## src/hdl/cal_lock_consts.svh

```systemverilog
// Constants for the calibration lock, the entry editor and the calibration counter.
// Assumes nothing; included by bare name wherever a constant is needed.
`ifndef CAL_LOCK_CONSTS_SVH
`define CAL_LOCK_CONSTS_SVH
`define CODE_MAX_LEN    12
`define CODE_LEN_W      4
`define FP_CODE_LEN     4'h8
`define FP_DIGITS       6
`define FP_PREFIX_LEN   2
`define MSG_LEN         40
`define MSG_IDX_W       6
`define CHAR_ZERO       8'h30
`define CHAR_NINE       8'h39
`define CHAR_UP_A       8'h41
`define CHAR_UP_Z       8'h5A
`define CHAR_LO_A       8'h61
`define CHAR_LO_Z       8'h7A
`define DIGIT_MAX       4'h9
// Factory code value is arbitrary; a fixed two-letter prefix then six digits.
`define FACTORY_CODE    64'h5859_3030_3030_3031
`define COUNT_W         15
`define COUNT_MAX       15'h7FFF
`define CLK_PERIOD_NS   4
`define HOLD_TIME_NS    1000000000
`define HOLD_CYCLES     (`HOLD_TIME_NS / `CLK_PERIOD_NS)
`endif

```

## src/hdl/cal_lock_pkg.sv

```systemverilog
// Types shared by the calibration lock and its testbench.
// Assumes nothing of its surroundings.
package cal_lock_pkg;
  typedef enum logic [2:0] {
    DISP_NORMAL    = 3'b000,
    DISP_SECURED   = 3'b001,
    DISP_BANNER    = 3'b010,
    DISP_CODE      = 3'b011,
    DISP_UNSECURED = 3'b100
  } disp_t;
  typedef enum logic [1:0] {
    OP_UNSECURE = 2'b00,
    OP_SECURE   = 2'b01,
    OP_SET_CODE = 2'b10,
    OP_NONE     = 2'b11
  } rem_op_t;
endpackage : cal_lock_pkg

```

## src/hdl/code_entry.sv

```systemverilog
// Front-panel code editor: six decimal digits, a cursor and a knob.
// Assumes one-cycle key and knob pulses synchronous to clk.
`timescale 1ns/1ns
`include "cal_lock_consts.svh"
module code_entry #(
  parameter int unsigned DIGITS = `FP_DIGITS
) (
  input  wire logic                   clk,       // System clock.
  input  wire logic                   srst,      // Synchronous reset.
  input  wire logic                   ce,        // Clock enable.
  input  wire logic                   start,     // Clear digits and home the cursor.
  input  wire logic                   active,    // Editing allowed.
  input  wire logic                   res_left,  // Move cursor left.
  input  wire logic                   res_right, // Move cursor right.
  input  wire logic                   knob_up,   // Increment digit at cursor.
  input  wire logic                   knob_down, // Decrement digit at cursor.
  output logic [DIGITS*4-1:0]         digits,    // Digit 0 (leftmost) in the top nibble.
  output logic [$clog2(DIGITS)-1:0]   cursor     // Cursor position, 0 is leftmost.
);
  localparam int unsigned CW = $clog2(DIGITS);
  localparam logic [CW-1:0] LAST = CW'(DIGITS - 1);
  logic [DIGITS*4-1:0] digits_reg, digits_next;
  logic [CW-1:0]       cursor_reg, cursor_next;
  logic [3:0]          cur_digit;
  int unsigned         pos;

  // Resolution keys move the cursor; the knob rolls the digit under it, wrapping through 0 and 9.
  always_comb begin
    digits_next = digits_reg;
    cursor_next = cursor_reg;
    pos         = (DIGITS - 1 - int'(cursor_reg)) * 4;
    cur_digit   = digits_reg[pos +: 4];
    if (start) begin
      digits_next = '0;
      cursor_next = '0;
    end else if (active) begin
      if (res_left && cursor_reg != '0)
        cursor_next = cursor_reg - 1'b1;
      else if (res_right && cursor_reg != LAST)
        cursor_next = cursor_reg + 1'b1;
      if (knob_up)
        digits_next[pos +: 4] = (cur_digit == `DIGIT_MAX) ? 4'h0 : cur_digit + 4'h1;
      else if (knob_down)
        digits_next[pos +: 4] = (cur_digit == 4'h0) ? `DIGIT_MAX : cur_digit - 4'h1;
    end
  end

  // Register the editor state.
  always_ff @(posedge clk) begin
    if (srst) begin
      digits_reg <= '0;
      cursor_reg <= '0;
    end else if (ce) begin
      digits_reg <= digits_next;
      cursor_reg <= cursor_next;
    end
  end

  assign digits = digits_reg;
  assign cursor = cursor_reg;
endmodule : code_entry

```

## src/hdl/cal_counter.sv

```systemverilog
// Non-volatile calibration counter: counts stored parameters and wraps at its top.
// Assumes the storage keeps its value through srst; only the factory load sets it.
`timescale 1ns/1ns
`include "cal_lock_consts.svh"
module cal_counter #(
  parameter int unsigned WIDTH = `COUNT_W
) (
  input  wire logic             clk,          // System clock.
  input  wire logic             srst,         // Synchronous reset, does not touch the count.
  input  wire logic             ce,           // Clock enable.
  input  wire logic             factory_load, // Factory initialisation of storage.
  input  wire logic             inc,          // One stored calibration parameter.
  output logic [WIDTH-1:0]      count         // Read-only count.
);
  logic [WIDTH-1:0] count_reg, count_next;

  // Add one per parameter; the all-ones top rolls over to zero. No write path exists.
  always_comb begin
    count_next = count_reg;
    if (factory_load)
      count_next = '0;
    else if (inc)
      count_next = (count_reg == WIDTH'(`COUNT_MAX)) ? '0 : count_reg + 1'b1;
  end

  // Storage survives reset, standing in for non-volatile memory.
  always_ff @(posedge clk) begin
    if (ce)
      count_reg <= count_next;
  end

  assign count = count_reg;
endmodule : cal_counter

```

## src/hdl/calibration_lock_and_counter.sv

```systemverilog
// Calibration access control: code storage, secure state, calibration mode, message store.
// Assumes srst marks power-up, every key input but the held calibrate key is a one-cycle pulse, and inputs are synchronous to clk.
`timescale 1ns/1ns
`include "cal_lock_consts.svh"
// How it works
// - Factory load leaves the device secured until a correct code arrives.
// - Calibration stores are refused while secured; host must unsecure first.
// - Stored code sits in storage untouched by reset or remote interface reset.
// - Remote codes hold 1 to 12 letters or digits, first a letter.
// - Front-panel usable codes are eight characters: prefix then digits.
// - Front-panel entry is checked against the last six stored characters only.
// - Resolution keys move the cursor; the knob changes the digit there.
// - Calibration mode starts only if calibrate is held at power-up; long beep.
// - Secured entry shows the secured notice one second, then the banner.
// - Correct code plus secure key unsecures, notice one second, then banner.
// - Calibration mode ends only by power-off.
// - Same sequence while unsecured secures the device again.
// - With the override jumper shorted any entered code unsecures.
// - An error stands while the jumper stays shorted after override.
// - Counter adds one per stored calibration parameter.
// - Counter wraps from 32767 to 0.
// - Counter cannot be written from outside and is cleared only by the factory load.
// - Counter is kept in storage and readable.
// - Host can secure, unsecure, change code and store or read a 40-char message.
module calibration_lock_and_counter #(
  parameter int unsigned HOLD_CYCLES = `HOLD_CYCLES
) (
  input  wire logic                       clk,                 // System clock, 250 MHz.
  input  wire logic                       srst,                // Synchronous reset, power-up.
  input  wire logic                       ce,                  // Clock enable.
  input  wire logic                       factory_load,        // Factory initialisation of storage.
  input  wire logic                       cal_key_held,        // Calibrate key held down.
  input  wire logic                       secure_key,          // Secure key pulse.
  input  wire logic                       res_left,            // Cursor left pulse.
  input  wire logic                       res_right,           // Cursor right pulse.
  input  wire logic                       knob_up,             // Knob step up pulse.
  input  wire logic                       knob_down,           // Knob step down pulse.
  input  wire logic                       override_jumper,     // Override pads shorted.
  input  wire logic                       override_jumper_alt, // Alternate override pads shorted.
  input  wire logic                       cal_param_store,     // Request to store one parameter.
  input  wire logic                       rem_if_reset,        // Remote interface reset.
  input  wire logic                       rem_valid,           // Remote command strobe.
  input  cal_lock_pkg::rem_op_t           rem_op,              // Remote command.
  input  wire logic [`CODE_MAX_LEN*8-1:0] rem_code,            // Code, character 0 in low byte.
  input  wire logic [`CODE_LEN_W-1:0]     rem_code_len,        // Code length in characters.
  input  wire logic                       rem_msg_we,          // Message character write.
  input  wire logic [`MSG_IDX_W-1:0]      rem_msg_idx,         // Message write index.
  input  wire logic [7:0]                 rem_msg_char,        // Message write character.
  input  wire logic [`MSG_IDX_W-1:0]      rem_msg_ridx,        // Message read index.
  output logic                            cal_mode,            // In calibration mode.
  output logic                            secured,             // Device secured.
  output cal_lock_pkg::disp_t             disp,                // Display content.
  output logic                            beep_long,           // Long beep pulse.
  output logic [`FP_DIGITS*4-1:0]         entry_digits,        // Digits being entered.
  output logic [2:0]                      entry_cursor,        // Cursor position.
  output logic [`COUNT_W-1:0]             cal_count,           // Calibration count.
  output logic                            cal_accepted,        // Parameter store accepted pulse.
  output logic                            cal_refused,         // Parameter store refused pulse.
  output logic                            entry_error,         // Wrong front-panel code pulse.
  output logic                            jumper_error,        // Jumper left shorted.
  output logic                            rem_ack,             // Remote command done pulse.
  output logic                            rem_err,             // Remote command refused pulse.
  output logic [7:0]                      rem_msg_rdata        // Message read character.
);
  import cal_lock_pkg::*;
  localparam int unsigned TW = $clog2(HOLD_CYCLES + 1);
  // Factory code as a named constant, so that single characters can be picked out of it.
  localparam logic [`FP_CODE_LEN*8-1:0] FACTORY = `FACTORY_CODE;

  // Character class checks used by several comparisons.
  function automatic logic is_digit(input logic [7:0] c);
    is_digit = (c >= `CHAR_ZERO) && (c <= `CHAR_NINE);
  endfunction : is_digit
  function automatic logic is_letter(input logic [7:0] c);
    is_letter = ((c >= `CHAR_UP_A) && (c <= `CHAR_UP_Z)) || ((c >= `CHAR_LO_A) && (c <= `CHAR_LO_Z));
  endfunction : is_letter

  logic [7:0]            code_mem [`CODE_MAX_LEN];
  logic [7:0]            code_mem_next [`CODE_MAX_LEN];
  logic [`CODE_LEN_W-1:0] code_len_reg, code_len_next;
  logic [7:0]            msg_mem [`MSG_LEN];
  logic [7:0]            msg_rdata_reg;
  logic                  secured_reg, secured_next;
  logic                  cal_mode_reg, cal_mode_next;
  logic                  pwr_seen_reg, pwr_seen_next;
  disp_t                 disp_reg, disp_next;
  logic [TW-1:0]         timer_reg, timer_next;
  logic                  beep_reg, beep_next;
  logic                  override_done_reg, override_done_next;
  logic                  jumper_err_reg, jumper_err_next;
  logic                  entry_err_reg, entry_err_next;
  logic                  accept_reg, accept_next, refuse_reg, refuse_next;
  logic                  rem_ack_reg, rem_ack_next, rem_err_reg, rem_err_next;
  logic                  jumper, fp_match, rem_match, rem_fmt_ok, fp_key, entry_start;
  logic [`FP_DIGITS*4-1:0] digits;
  logic [2:0]            cursor;

  assign jumper      = override_jumper || override_jumper_alt;
  assign fp_key      = cal_mode_reg && disp_reg == DISP_CODE && secure_key;
  assign entry_start = cal_mode_reg && disp_reg == DISP_BANNER && secure_key;

  // Front-panel compare: stored code must be eight long and its last six match the digits.
  always_comb begin
    fp_match = (code_len_reg == `FP_CODE_LEN);
    for (int i = 0; i < `FP_DIGITS; i++)
      if (code_mem[i + `FP_PREFIX_LEN] != (`CHAR_ZERO + {4'h0, digits[(`FP_DIGITS-1-i)*4 +: 4]}))
        fp_match = 1'b0;
  end

  // Remote compare of the whole code and format check of a new code.
  always_comb begin
    rem_match  = (rem_code_len == code_len_reg);
    rem_fmt_ok = (rem_code_len != '0) && (rem_code_len <= `CODE_LEN_W'(`CODE_MAX_LEN)) && is_letter(rem_code[7:0]);
    for (int i = 0; i < `CODE_MAX_LEN; i++) begin
      if (i < int'(rem_code_len) && rem_code[i*8 +: 8] != code_mem[i])
        rem_match = 1'b0;
      if (i > 0 && i < int'(rem_code_len) && !is_letter(rem_code[i*8 +: 8]) && !is_digit(rem_code[i*8 +: 8]))
        rem_fmt_ok = 1'b0;
    end
  end

  code_entry #(.DIGITS(`FP_DIGITS)) u_entry (
    .clk       (clk),
    .srst      (srst),
    .ce        (ce),
    .start     (entry_start),
    .active    (cal_mode_reg && disp_reg == DISP_CODE),
    .res_left  (res_left),
    .res_right (res_right),
    .knob_up   (knob_up),
    .knob_down (knob_down),
    .digits    (digits),
    .cursor    (cursor)
  );

  cal_counter #(.WIDTH(`COUNT_W)) u_count (
    .clk          (clk),
    .srst         (srst),
    .ce           (ce),
    .factory_load (factory_load),
    .inc          (cal_param_store && cal_mode_reg && !secured_reg),
    .count        (cal_count)
  );

  // Mode, display, secure state and front-panel errors.
  always_comb begin
    cal_mode_next      = cal_mode_reg;
    pwr_seen_next      = 1'b1;
    disp_next          = disp_reg;
    timer_next         = timer_reg;
    beep_next          = 1'b0;
    secured_next       = secured_reg;
    override_done_next = override_done_reg;
    entry_err_next     = 1'b0;
    accept_next        = cal_param_store && cal_mode_reg && !secured_reg;
    refuse_next        = cal_param_store && !(cal_mode_reg && !secured_reg);
    jumper_err_next    = override_done_reg && jumper;
    if (!pwr_seen_reg && cal_key_held) begin
      cal_mode_next = 1'b1;
      beep_next     = 1'b1;
      disp_next     = secured_reg ? DISP_SECURED : DISP_BANNER;
      timer_next    = TW'(HOLD_CYCLES);
    end else if (disp_reg == DISP_SECURED || disp_reg == DISP_UNSECURED) begin
      if (timer_reg <= TW'(1))
        disp_next = DISP_BANNER;
      else
        timer_next = timer_reg - 1'b1;
    end else if (entry_start) begin
      disp_next = DISP_CODE;
    end else if (fp_key) begin
      timer_next = TW'(HOLD_CYCLES);
      if (secured_reg && (fp_match || jumper)) begin
        secured_next       = 1'b0;
        override_done_next = jumper && !fp_match;
        disp_next          = DISP_UNSECURED;
      end else if (!secured_reg && fp_match) begin
        secured_next = 1'b1;
        disp_next    = DISP_SECURED;
      end else begin
        entry_err_next = 1'b1;
        disp_next      = DISP_BANNER;
      end
    end
    if (rem_valid && rem_op == OP_UNSECURE && rem_match)
      secured_next = 1'b0;
    else if (rem_valid && rem_op == OP_SECURE && rem_match)
      secured_next = 1'b1;
    if (factory_load)
      secured_next = 1'b1;
  end

  // Mode and display state; the secure flag is storage and survives reset.
  always_ff @(posedge clk) begin
    if (srst) begin
      cal_mode_reg      <= 1'b0;
      pwr_seen_reg      <= 1'b0;
      disp_reg          <= DISP_NORMAL;
      timer_reg         <= '0;
      beep_reg          <= 1'b0;
      override_done_reg <= 1'b0;
      entry_err_reg     <= 1'b0;
      accept_reg        <= 1'b0;
      refuse_reg        <= 1'b0;
      jumper_err_reg    <= 1'b0;
    end else if (ce) begin
      cal_mode_reg      <= cal_mode_next;
      pwr_seen_reg      <= pwr_seen_next;
      disp_reg          <= disp_next;
      timer_reg         <= timer_next;
      beep_reg          <= beep_next;
      override_done_reg <= override_done_next;
      entry_err_reg     <= entry_err_next;
      accept_reg        <= accept_next;
      refuse_reg        <= refuse_next;
      jumper_err_reg    <= jumper_err_next;
    end
  end

  // Code storage updates and remote answers.
  always_comb begin
    code_mem_next = code_mem;
    code_len_next = code_len_reg;
    rem_ack_next  = 1'b0;
    rem_err_next  = 1'b0;
    if (rem_valid && rem_op != OP_NONE) begin
      if (rem_op == OP_SET_CODE) begin
        if (rem_fmt_ok && !secured_reg) begin
          code_len_next = rem_code_len;
          for (int i = 0; i < `CODE_MAX_LEN; i++)
            code_mem_next[i] = (i < int'(rem_code_len)) ? rem_code[i*8 +: 8] : 8'h00;
        end
        rem_ack_next = rem_fmt_ok && !secured_reg;
        rem_err_next = !(rem_fmt_ok && !secured_reg);
      end else begin
        rem_ack_next = rem_match;
        rem_err_next = !rem_match;
      end
    end
    if (factory_load) begin
      code_len_next = `FP_CODE_LEN;
      for (int i = 0; i < `CODE_MAX_LEN; i++)
        code_mem_next[i] = (i < int'(`FP_CODE_LEN)) ? FACTORY[(int'(`FP_CODE_LEN)-1-i)*8 +: 8] : 8'h00;
    end
    if (rem_if_reset) begin
      rem_ack_next = 1'b0;
      rem_err_next = 1'b0;
    end
  end

  // Code, message and secure flag are storage: no reset, so power cycles keep them.
  always_ff @(posedge clk) begin
    if (ce) begin
      code_mem     <= code_mem_next;
      code_len_reg <= code_len_next;
      secured_reg  <= secured_next;
      if (rem_msg_we && int'(rem_msg_idx) < `MSG_LEN)
        msg_mem[rem_msg_idx] <= rem_msg_char;
      msg_rdata_reg <= (int'(rem_msg_ridx) < `MSG_LEN) ? msg_mem[rem_msg_ridx] : 8'h00;
    end
  end

  // Remote answer pulses.
  always_ff @(posedge clk) begin
    if (srst) begin
      rem_ack_reg <= 1'b0;
      rem_err_reg <= 1'b0;
    end else if (ce) begin
      rem_ack_reg <= rem_ack_next;
      rem_err_reg <= rem_err_next;
    end
  end

  // Outputs straight from flip-flops.
  assign cal_mode      = cal_mode_reg;
  assign secured       = secured_reg;
  assign disp          = disp_reg;
  assign beep_long     = beep_reg;
  assign entry_digits  = digits;
  assign entry_cursor  = cursor;
  assign cal_accepted  = accept_reg;
  assign cal_refused   = refuse_reg;
  assign entry_error   = entry_err_reg;
  assign jumper_error  = jumper_err_reg;
  assign rem_ack       = rem_ack_reg;
  assign rem_err       = rem_err_reg;
  assign rem_msg_rdata = msg_rdata_reg;
endmodule : calibration_lock_and_counter

```

## config.mk

```make
export PLATFORM = sky130hd
export DESIGN_NAME = calibration_lock_and_counter
export DESIGN_NICKNAME = d
export VERILOG_FILES = /design/src/hdl/cal_lock_pkg.sv /design/src/hdl/code_entry.sv /design/src/hdl/cal_counter.sv /design/src/hdl/calibration_lock_and_counter.sv
export VERILOG_INCLUDE_DIRS = /design/src /design/src/hdl
export SDC_FILE = /design/constraint.sdc
export NUM_CORES = 1
export LEC_CHECK = 0
export ABC_AREA = 0
export BUFFER_PORTS_ARGS = -buffer_cell sky130_fd_sc_hd__buf_4
export CAP_MARGIN = 20
export CORE_MARGIN = 3
export CORE_UTILIZATION = 46
export DETAILED_ROUTE_END_ITERATION = 16
export PLACE_DENSITY = 0.75
export SLEW_MARGIN = 10
export SYNTH_ARGS = -nofsm -noshare
export SYNTH_HDL_FRONTEND = slang
export SYNTH_SLANG_ARGS = --single-unit
```

## constraint.sdc

```tcl
create_clock -name clk -period 9.45 [get_ports clk]
set_input_delay 0.945 -clock clk [delete_from_list [all_inputs] [get_ports clk]]
set_output_delay 0.945 -clock clk [all_outputs]
set_load 0.02 [all_outputs]
```

# Word level (Yosys, flattened, before mapping)

Memory sizes are Yosys's and may differ from the RTL's. A register that Yosys moved wholly into a read port is not among the register bits.
Cells that the tools add are included.

Order comparisons: 86
Add/sub/neg operators: 14
Muxes and demuxes: 98
Bitwise gates (word level): 3
Reduce and logical (&&, ||, !) cells: 161
Shift-type cells: 4
Equality and inequality tests: 36

Operators by type and width:

| operator                  | number |
|---|---|
| $mux W96                  | 3 |
| $ge A8 B7 Y1 const B      | 24 |
| $le A8 B7 Y1 const B      | 24 |
| $mux W28                  | 5 |
| $mux W24                  | 4 |
| $mux W8                   | 12 |
| $ne A8 B8 Y1              | 12 |
| $logic_and A1 B1 Y1       | 93 |
| $ge A8 B6 Y1 const B      | 11 |
| $le A8 B6 Y1 const B      | 11 |
| $shiftx A4 B34 Y24        | 2 |
| $mux W1                   | 53 |
| $bwmux W24                | 2 |
| $ne A8 B7 Y1              | 6 |
| $add A6 B4 Y7 const A     | 6 |
| $neg A32 Y34              | 1 |
| $shift A4 B34 Y24 const A | 1 |
| $shiftx A24 B33 Y4        | 1 |
| $mux W15                  | 2 |
| $mux W3                   | 10 |
| $logic_not A1 Y1          | 29 |
| $le A28 B1 Y1 const B     | 1 |
| $sub A28 B1 Y28 const B   | 1 |
| $mux W4                   | 5 |
| 38 further kinds          | 83 |

Memories kept: 1
Memory bits (writable): 320
Flip-flop bits (word level): 184
Output and inout port bits: 62

Memories:

| name    | depth | width | rd ports | clocked after memory_dff | write ports | RTL line                           | text |
|---|---|---|---|---|---|---|---|
| msg_mem | 40    | 8     | 1        | 1                        | 1           | calibration_lock_and_counter.sv:81 | `` logic [7:0] msg_mem [`MSG_LEN]; `` |

# Depth between registers and ports, before layout

Word-level depth: 22
Gate-level depth with buffers: 13
Mapped depth without buffers: 12

# Modules after synthesis

A second synthesis with hierarchy kept.

Cell total of the unflattened synthesis: 1614
Area total of the unflattened synthesis: 23383.7 µm²

By module, submodules not included:

| module                       | cells each | times used | area an instance (µm²) |
|---|---|---|---|
| calibration_lock_and_counter | 1307       | 1          | 20490.9 |
| code_entry                   | 228        | 1          | 2004.4 |
| cal_counter                  | 79         | 1          | 888.4 |

# Worst setup path before layout

No wires, ideal clock.

Path type: input port to flip-flop
From: input port rem_code[24]
To: register code_len_reg[0], enable pin
Stages on the path: 7
Required time: 8.890 ns
Arrival time: 6.559 ns
Path slack: 2.331 ns
Path through: a21oi_1 -> o22ai_1 -> a2111o_1 -> a222oi_1 -> nor4b_1 -> a21oi_1 -> nor2_1

Longest elaborated chain between the ends: 18
Elaborated cells between the ends (all ways): 26
Those cells by class: order compare: 6; mux: 9; reduce/logical: 11

Ends and longest elaborated chain:

| element                                                       | RTL line                            | text |
|---|---|---|
| start, declared                                               | calibration_lock_and_counter.sv:44  | `` input wire logic [`CODE_MAX_LEN*8-1:0] rem_code, `` |
| $ge A8 B7 Y1 (no line) / $le A8 B7 Y1 (equally long branches) | --                                  |  |
| $logic_and A1 B1 Y1                                           | calibration_lock_and_counter.sv:75  | `` is_letter = ((c >= `CHAR_UP_A) && (c <= `CHAR_UP_Z)) \|\| ((c >= `CHAR_LO_A) && (c <= `CHAR_LO_Z)); `` |
| $logic_or A1 B1 Y1                                            | calibration_lock_and_counter.sv:75  |  |
| $logic_not A1 Y1                                              | calibration_lock_and_counter.sv:117 | `if (i > 0 && i < int'(rem_code_len) && !is_letter(rem_code[i*8 +: 8]) && !is_digit(rem_code[i*8 +: 8]))` |
| $logic_and A1 B1 Y1                                           | calibration_lock_and_counter.sv:117 |  |
| $logic_and A1 B1 Y1 *                                         | calibration_lock_and_counter.sv:117 |  |
| $mux W1 * (9 in a row)                                        | calibration_lock_and_counter.sv:117 |  |
| $logic_and A1 B1 Y1 *                                         | calibration_lock_and_counter.sv:227 | `if (rem_fmt_ok && !secured_reg) begin` |
| $reduce_bool A2 Y1 (no line) *                                | --                                  |  |
| $reduce_and A4 Y1 (no line) *                                 | --                                  |  |
| end signal, assigned                                          | calibration_lock_and_counter.sv:254 | `code_len_reg <= code_len_next;` |
| end, declared                                                 | calibration_lock_and_counter.sv:80  | `` logic [`CODE_LEN_W-1:0] code_len_reg, code_len_next; `` |

Every way passes the cells marked *; elsewhere a longest branch is shown, timed or not.
A chain may end at the register's enable or synchronous reset.

# Worst setup path after layout

From: register secured_reg (netlist: secured)
To: register code_mem[56] in the netlist's numbering, enable pin

Longest elaborated chain between the ends: 4

Ends and longest elaborated chain:

| element                      | RTL line                            | text |
|---|---|---|
| start, declared              | calibration_lock_and_counter.sv:83  | `logic secured_reg, secured_next;` |
| start signal, assigned       | calibration_lock_and_counter.sv:255 | `secured_reg <= secured_next;` |
| $logic_not A1 Y1             | calibration_lock_and_counter.sv:227 |  |
| $logic_and A1 B1 Y1          | calibration_lock_and_counter.sv:227 |  |
| $reduce_bool A2 Y1 (no line) | --                                  |  |
| $reduce_and A4 Y1 (no line)  | --                                  |  |
| end signal, assigned         | calibration_lock_and_counter.sv:253 | `code_mem <= code_mem_next;` |
| end, declared                | calibration_lock_and_counter.sv:78  | `` logic [7:0] code_mem [`CODE_MAX_LEN]; `` |

No other way between the ends.

==> results_tabular.tex <==
\begin{tabular}{lr}
\hline
Metric & Value \\
\hline
\multicolumn{2}{l}{\textbf{Status}} \\
Status & complete, no violations \\
\multicolumn{2}{l}{\textbf{Yosys}} \\
Fraction of synthesis flops using an asynchronous set or reset pin & 0 \\
Most instantiated cells after synthesis & sky130\_fd\_sc\_hd\_\_edfxtp\_1 (444), sky130\_fd\_sc\_hd\_\_nor2\_1 (133), sky130\_fd\_sc\_hd\_\_xnor2\_1 (114) \\
Post-synthesis instance area & 0.0231 mm² \\
Dominant synthesized flop cell & sky130\_fd\_sc\_hd\_\_edfxtp\_1 \\
Flip-flop and latch count after synthesis & roughly 510 \\
Count of synthesis-stage warnings from yosys & 0 \\
Synthesized instance count & $\sim$1600 \\
Average instance area after synthesis & 14.7 µm² \\
Top cells by area in the synthesized netlist & sky130\_fd\_sc\_hd\_\_edfxtp\_1 (58\%), sky130\_fd\_sc\_hd\_\_mux4\_2 (9.8\%), sky130\_fd\_sc\_hd\_\_dfxtp\_1 (5.9\%), sky130\_fd\_sc\_hd\_\_xnor2\_1 (4.3\%), sky130\_fd\_sc\_hd\_\_nor2\_1 (2.2\%) \\
Number of nets produced by synthesis & about 1700 \\
Cell with the most instances after synthesis & sky130\_fd\_sc\_hd\_\_edfxtp\_1 \\
Number of enable flip-flop cells after synthesis & 444 \\
Library cell occupying the most area in the post-synthesis netlist & sky130\_fd\_sc\_hd\_\_edfxtp\_1 \\
Number of distinct standard cells referenced by the synthesized netlist & 84 \\
Proportion of netlist area held by the largest area contributor & 0.577 \\
Sequential share of the synthesized area & 0.636 \\
\multicolumn{2}{l}{\textbf{Timing}} \\
Time the final worst path needs with I/O delays and setup & 4.19 ns \\
Clock Skews & around 0.016 ns \\
RSZ-0062 raised after global routing & no \\
Maximum operating frequency & roughly 240 MHz \\
Headroom to the max-slew limit & 0.278 \\
Fin crit share & 0.443 \\
Setup violations, final & 0 \\
Number of failing hold endpoints at the final stage & 0 \\
Worst Max-Slew Pin Slew & between 1 and 1.5 ns \\
Post-Route Setup TNS & 0 ns \\
Final max-slew violation count & 0 \\
\multicolumn{2}{l}{\textbf{CTS}} \\
Cell at the root of the clock tree & sky130\_fd\_sc\_hd\_\_clkbuf\_16 \\
Resized Gates After CTS & 0 \\
CTS tree & done \\
Setup fix buffers added after clock tree synthesis & 0 \\
Clock-pin slew on the worst setup and hold paths & approximately 0.06 ns \\
H-tree depth & 2 \\
Hold-fix buffer count after cts & 0 \\
Clock buffer count from CTS & 51 \\
Clock insertion delay at the later pin of the skew report & 0.60 ns \\
Number of sinks on the clock net & about 510 \\
Number of buffers between clock root and the deepest sink & 3 \\
\multicolumn{2}{l}{\textbf{Setup path}} \\
CP Class & flip-flop to flip-flop \\
CP required & between 9 and 10 ns \\
Largest fanout of any net on the critical path & 55 \\
Arrival @ worst endpoint & approximately 4.4 ns \\
Worst setup SP type & flip-flop \\
Capturing element type of the critical path & flip-flop \\
\multicolumn{2}{l}{\textbf{Die}} \\
Number of rows created at floorplan & 81 \\
Floorplan core area & roughly 0.049 mm² \\
DIE HEIGHT & between 200 and 250 µm \\
Die ar. & about 0.053 mm² \\
Width of the die & 230 µm \\
Starting density of the core & 0.469 \\
Top-level I/O count & 200 \\
\multicolumn{2}{l}{\textbf{Finish}} \\
End-of-flow core utilization & 0.547 \\
Layout net count & between 1500 and 2000 \\
Share of layout cells above drive strength 1 & 0.230 \\
Max FFs per register & 320 \\
Synth-to-layout area growth & 16.6\% \\
\multicolumn{2}{l}{\textbf{GRT}} \\
Global router's overall resource usage & 0.208 \\
Overflow after GRT & 0 \\
First-pass GRT wire length & 85.8 mm \\
Vias in the first global route & between 10000 and 15000 \\
Initial antenna violation count & 5 \\
Pin count of the biggest net entering global routing & 56 \\
\multicolumn{2}{l}{\textbf{Min path}} \\
Worst Hold Class & flip-flop to flip-flop \\
\multicolumn{2}{l}{\textbf{Routing}} \\
Post-Route WL & approximately 56 mm \\
Via Count & about 15000 \\
Average wire per standard cell & 22.5 µm \\
Detail Route Antenna Nets & 0 \\
DRC violation total after the first TritonRoute iteration & between 1000 and 1500 \\
1st-pass router iterations & 5 \\
Post-route DRC violation count & 0 \\
Ratio of routed vias to standard cells & 5.86 \\
\multicolumn{2}{l}{\textbf{Place}} \\
HPWL after DPL & roughly 38 mm \\
IO buf count & between 150 and 200 \\
Final weighted congestion of routability-driven global placement & slightly above 0.9 \\
\multicolumn{2}{l}{\textbf{Pwr}} \\
Leakage & 9.14 nW \\
Ratio of total power to cell area & about 190 mW/mm² \\
Largest voltage drop on the vdd net & 0.161 mV \\
\multicolumn{2}{l}{\textbf{Job}} \\
Max-cap viol count & 0 \\
\hline
\end{tabular}
power breakdown:
group          switching [W]  internal (W)
combinational       0.000268      0.000212
clock               0.000862       0.00117
sequential         0.0000507       0.00252
worst paths after layout:
path                                  start  cells past startpoint                        endpoint  slack, ns
max                   secured$_SDFFCE_PP1P_                      9      code_mem[56]$_SDFFCE_PP0P_       5.26
min          override_done_reg$_SDFFE_PP0P_                      2  override_done_reg$_SDFFE_PP0P_       0.45
max reg2reg           secured$_SDFFCE_PP1P_                      9      code_mem[56]$_SDFFCE_PP0P_       5.26
min reg2reg  override_done_reg$_SDFFE_PP0P_                      2  override_done_reg$_SDFFE_PP0P_       0.45
cell usage in the layout, fill, tap and decap left out, drive strengths merged, types with 33 or more instances in the layout:
master	netlist	routed
xor2	49	49
nand2	58	58
a21oi	62	62
dfxtp	68	68
o21ai	33	33
nor2	133	133
xnor2	114	114
clkbuf	39	63
buf	19	205
mux4	100	100
nand4	38	38
edfxtp	444	444
inv	35	37
and2	52	52
critical path, cell delays in order (launching register included):
cell and delay [ns]:
sky130_fd_sc_hd__edfxtp_1 0.54, sky130_fd_sc_hd__nor4b_1 0.54, sky130_fd_sc_hd__o21ai_0 0.17, sky130_fd_sc_hd__nor3_1 0.18, sky130_fd_sc_hd__nand4_1 0.15, sky130_fd_sc_hd__nor4b_1 0.67
sky130_fd_sc_hd__a21oi_1 0.22, sky130_fd_sc_hd__nor2_4 0.11, sky130_fd_sc_hd__buf_4 0.51, sky130_fd_sc_hd__buf_4 0.69
metal layers:
layer	global-route usage	vias up	wire length [µm]
met5	0	-	12
met3	0.0380	102	4760
met4	0.0703	2	1630
met2	0.332	704	26600
li1	-	6505	-
met1	0.289	7243	22900
kinds of logic after synthesis:
logic type,Yosys count,share of synthesized area
muxes,114,0.104
AOI/OAI and AO/OA,208,0.0626
buffers and inverters,95,0.0165
and+or+nand+nor,467,0.109
xor gates and xnor gates,163,0.0618
adders and majority gates,16,0.00932
DFF,512,0.636
stage by stage:
stage	area, µm²	worst slack (ns)	power, W	hold WS [ns]	instances
6_report	26900	5.26	0.00509	0.450	2483
5_1_grt	26900	5.00	0.00525	0.467	2483
4_1_cts	26900	5.19	0.00512	0.449	2479
3_5_place_dp	25200	4.68	0.00309	0.440	2386
3_3_place_gp	25200	4.75	0.00308	0.436	2386
2_1_floorplan	23100	2.33	0.00291	0.421	1575
cell type report:
type                    instances  area, µm²
multi-input cells             968       8020
flip-flops and latches        512      14700
clock inverters                30        319
repair buffers                205       1540
well taps                     664        831
clock buffers                  63       1370
fillers                      3980      22300
inverters                      37        139
diodes                          4       10.0
No activity file was read; power rests on OpenSTA's default activity.
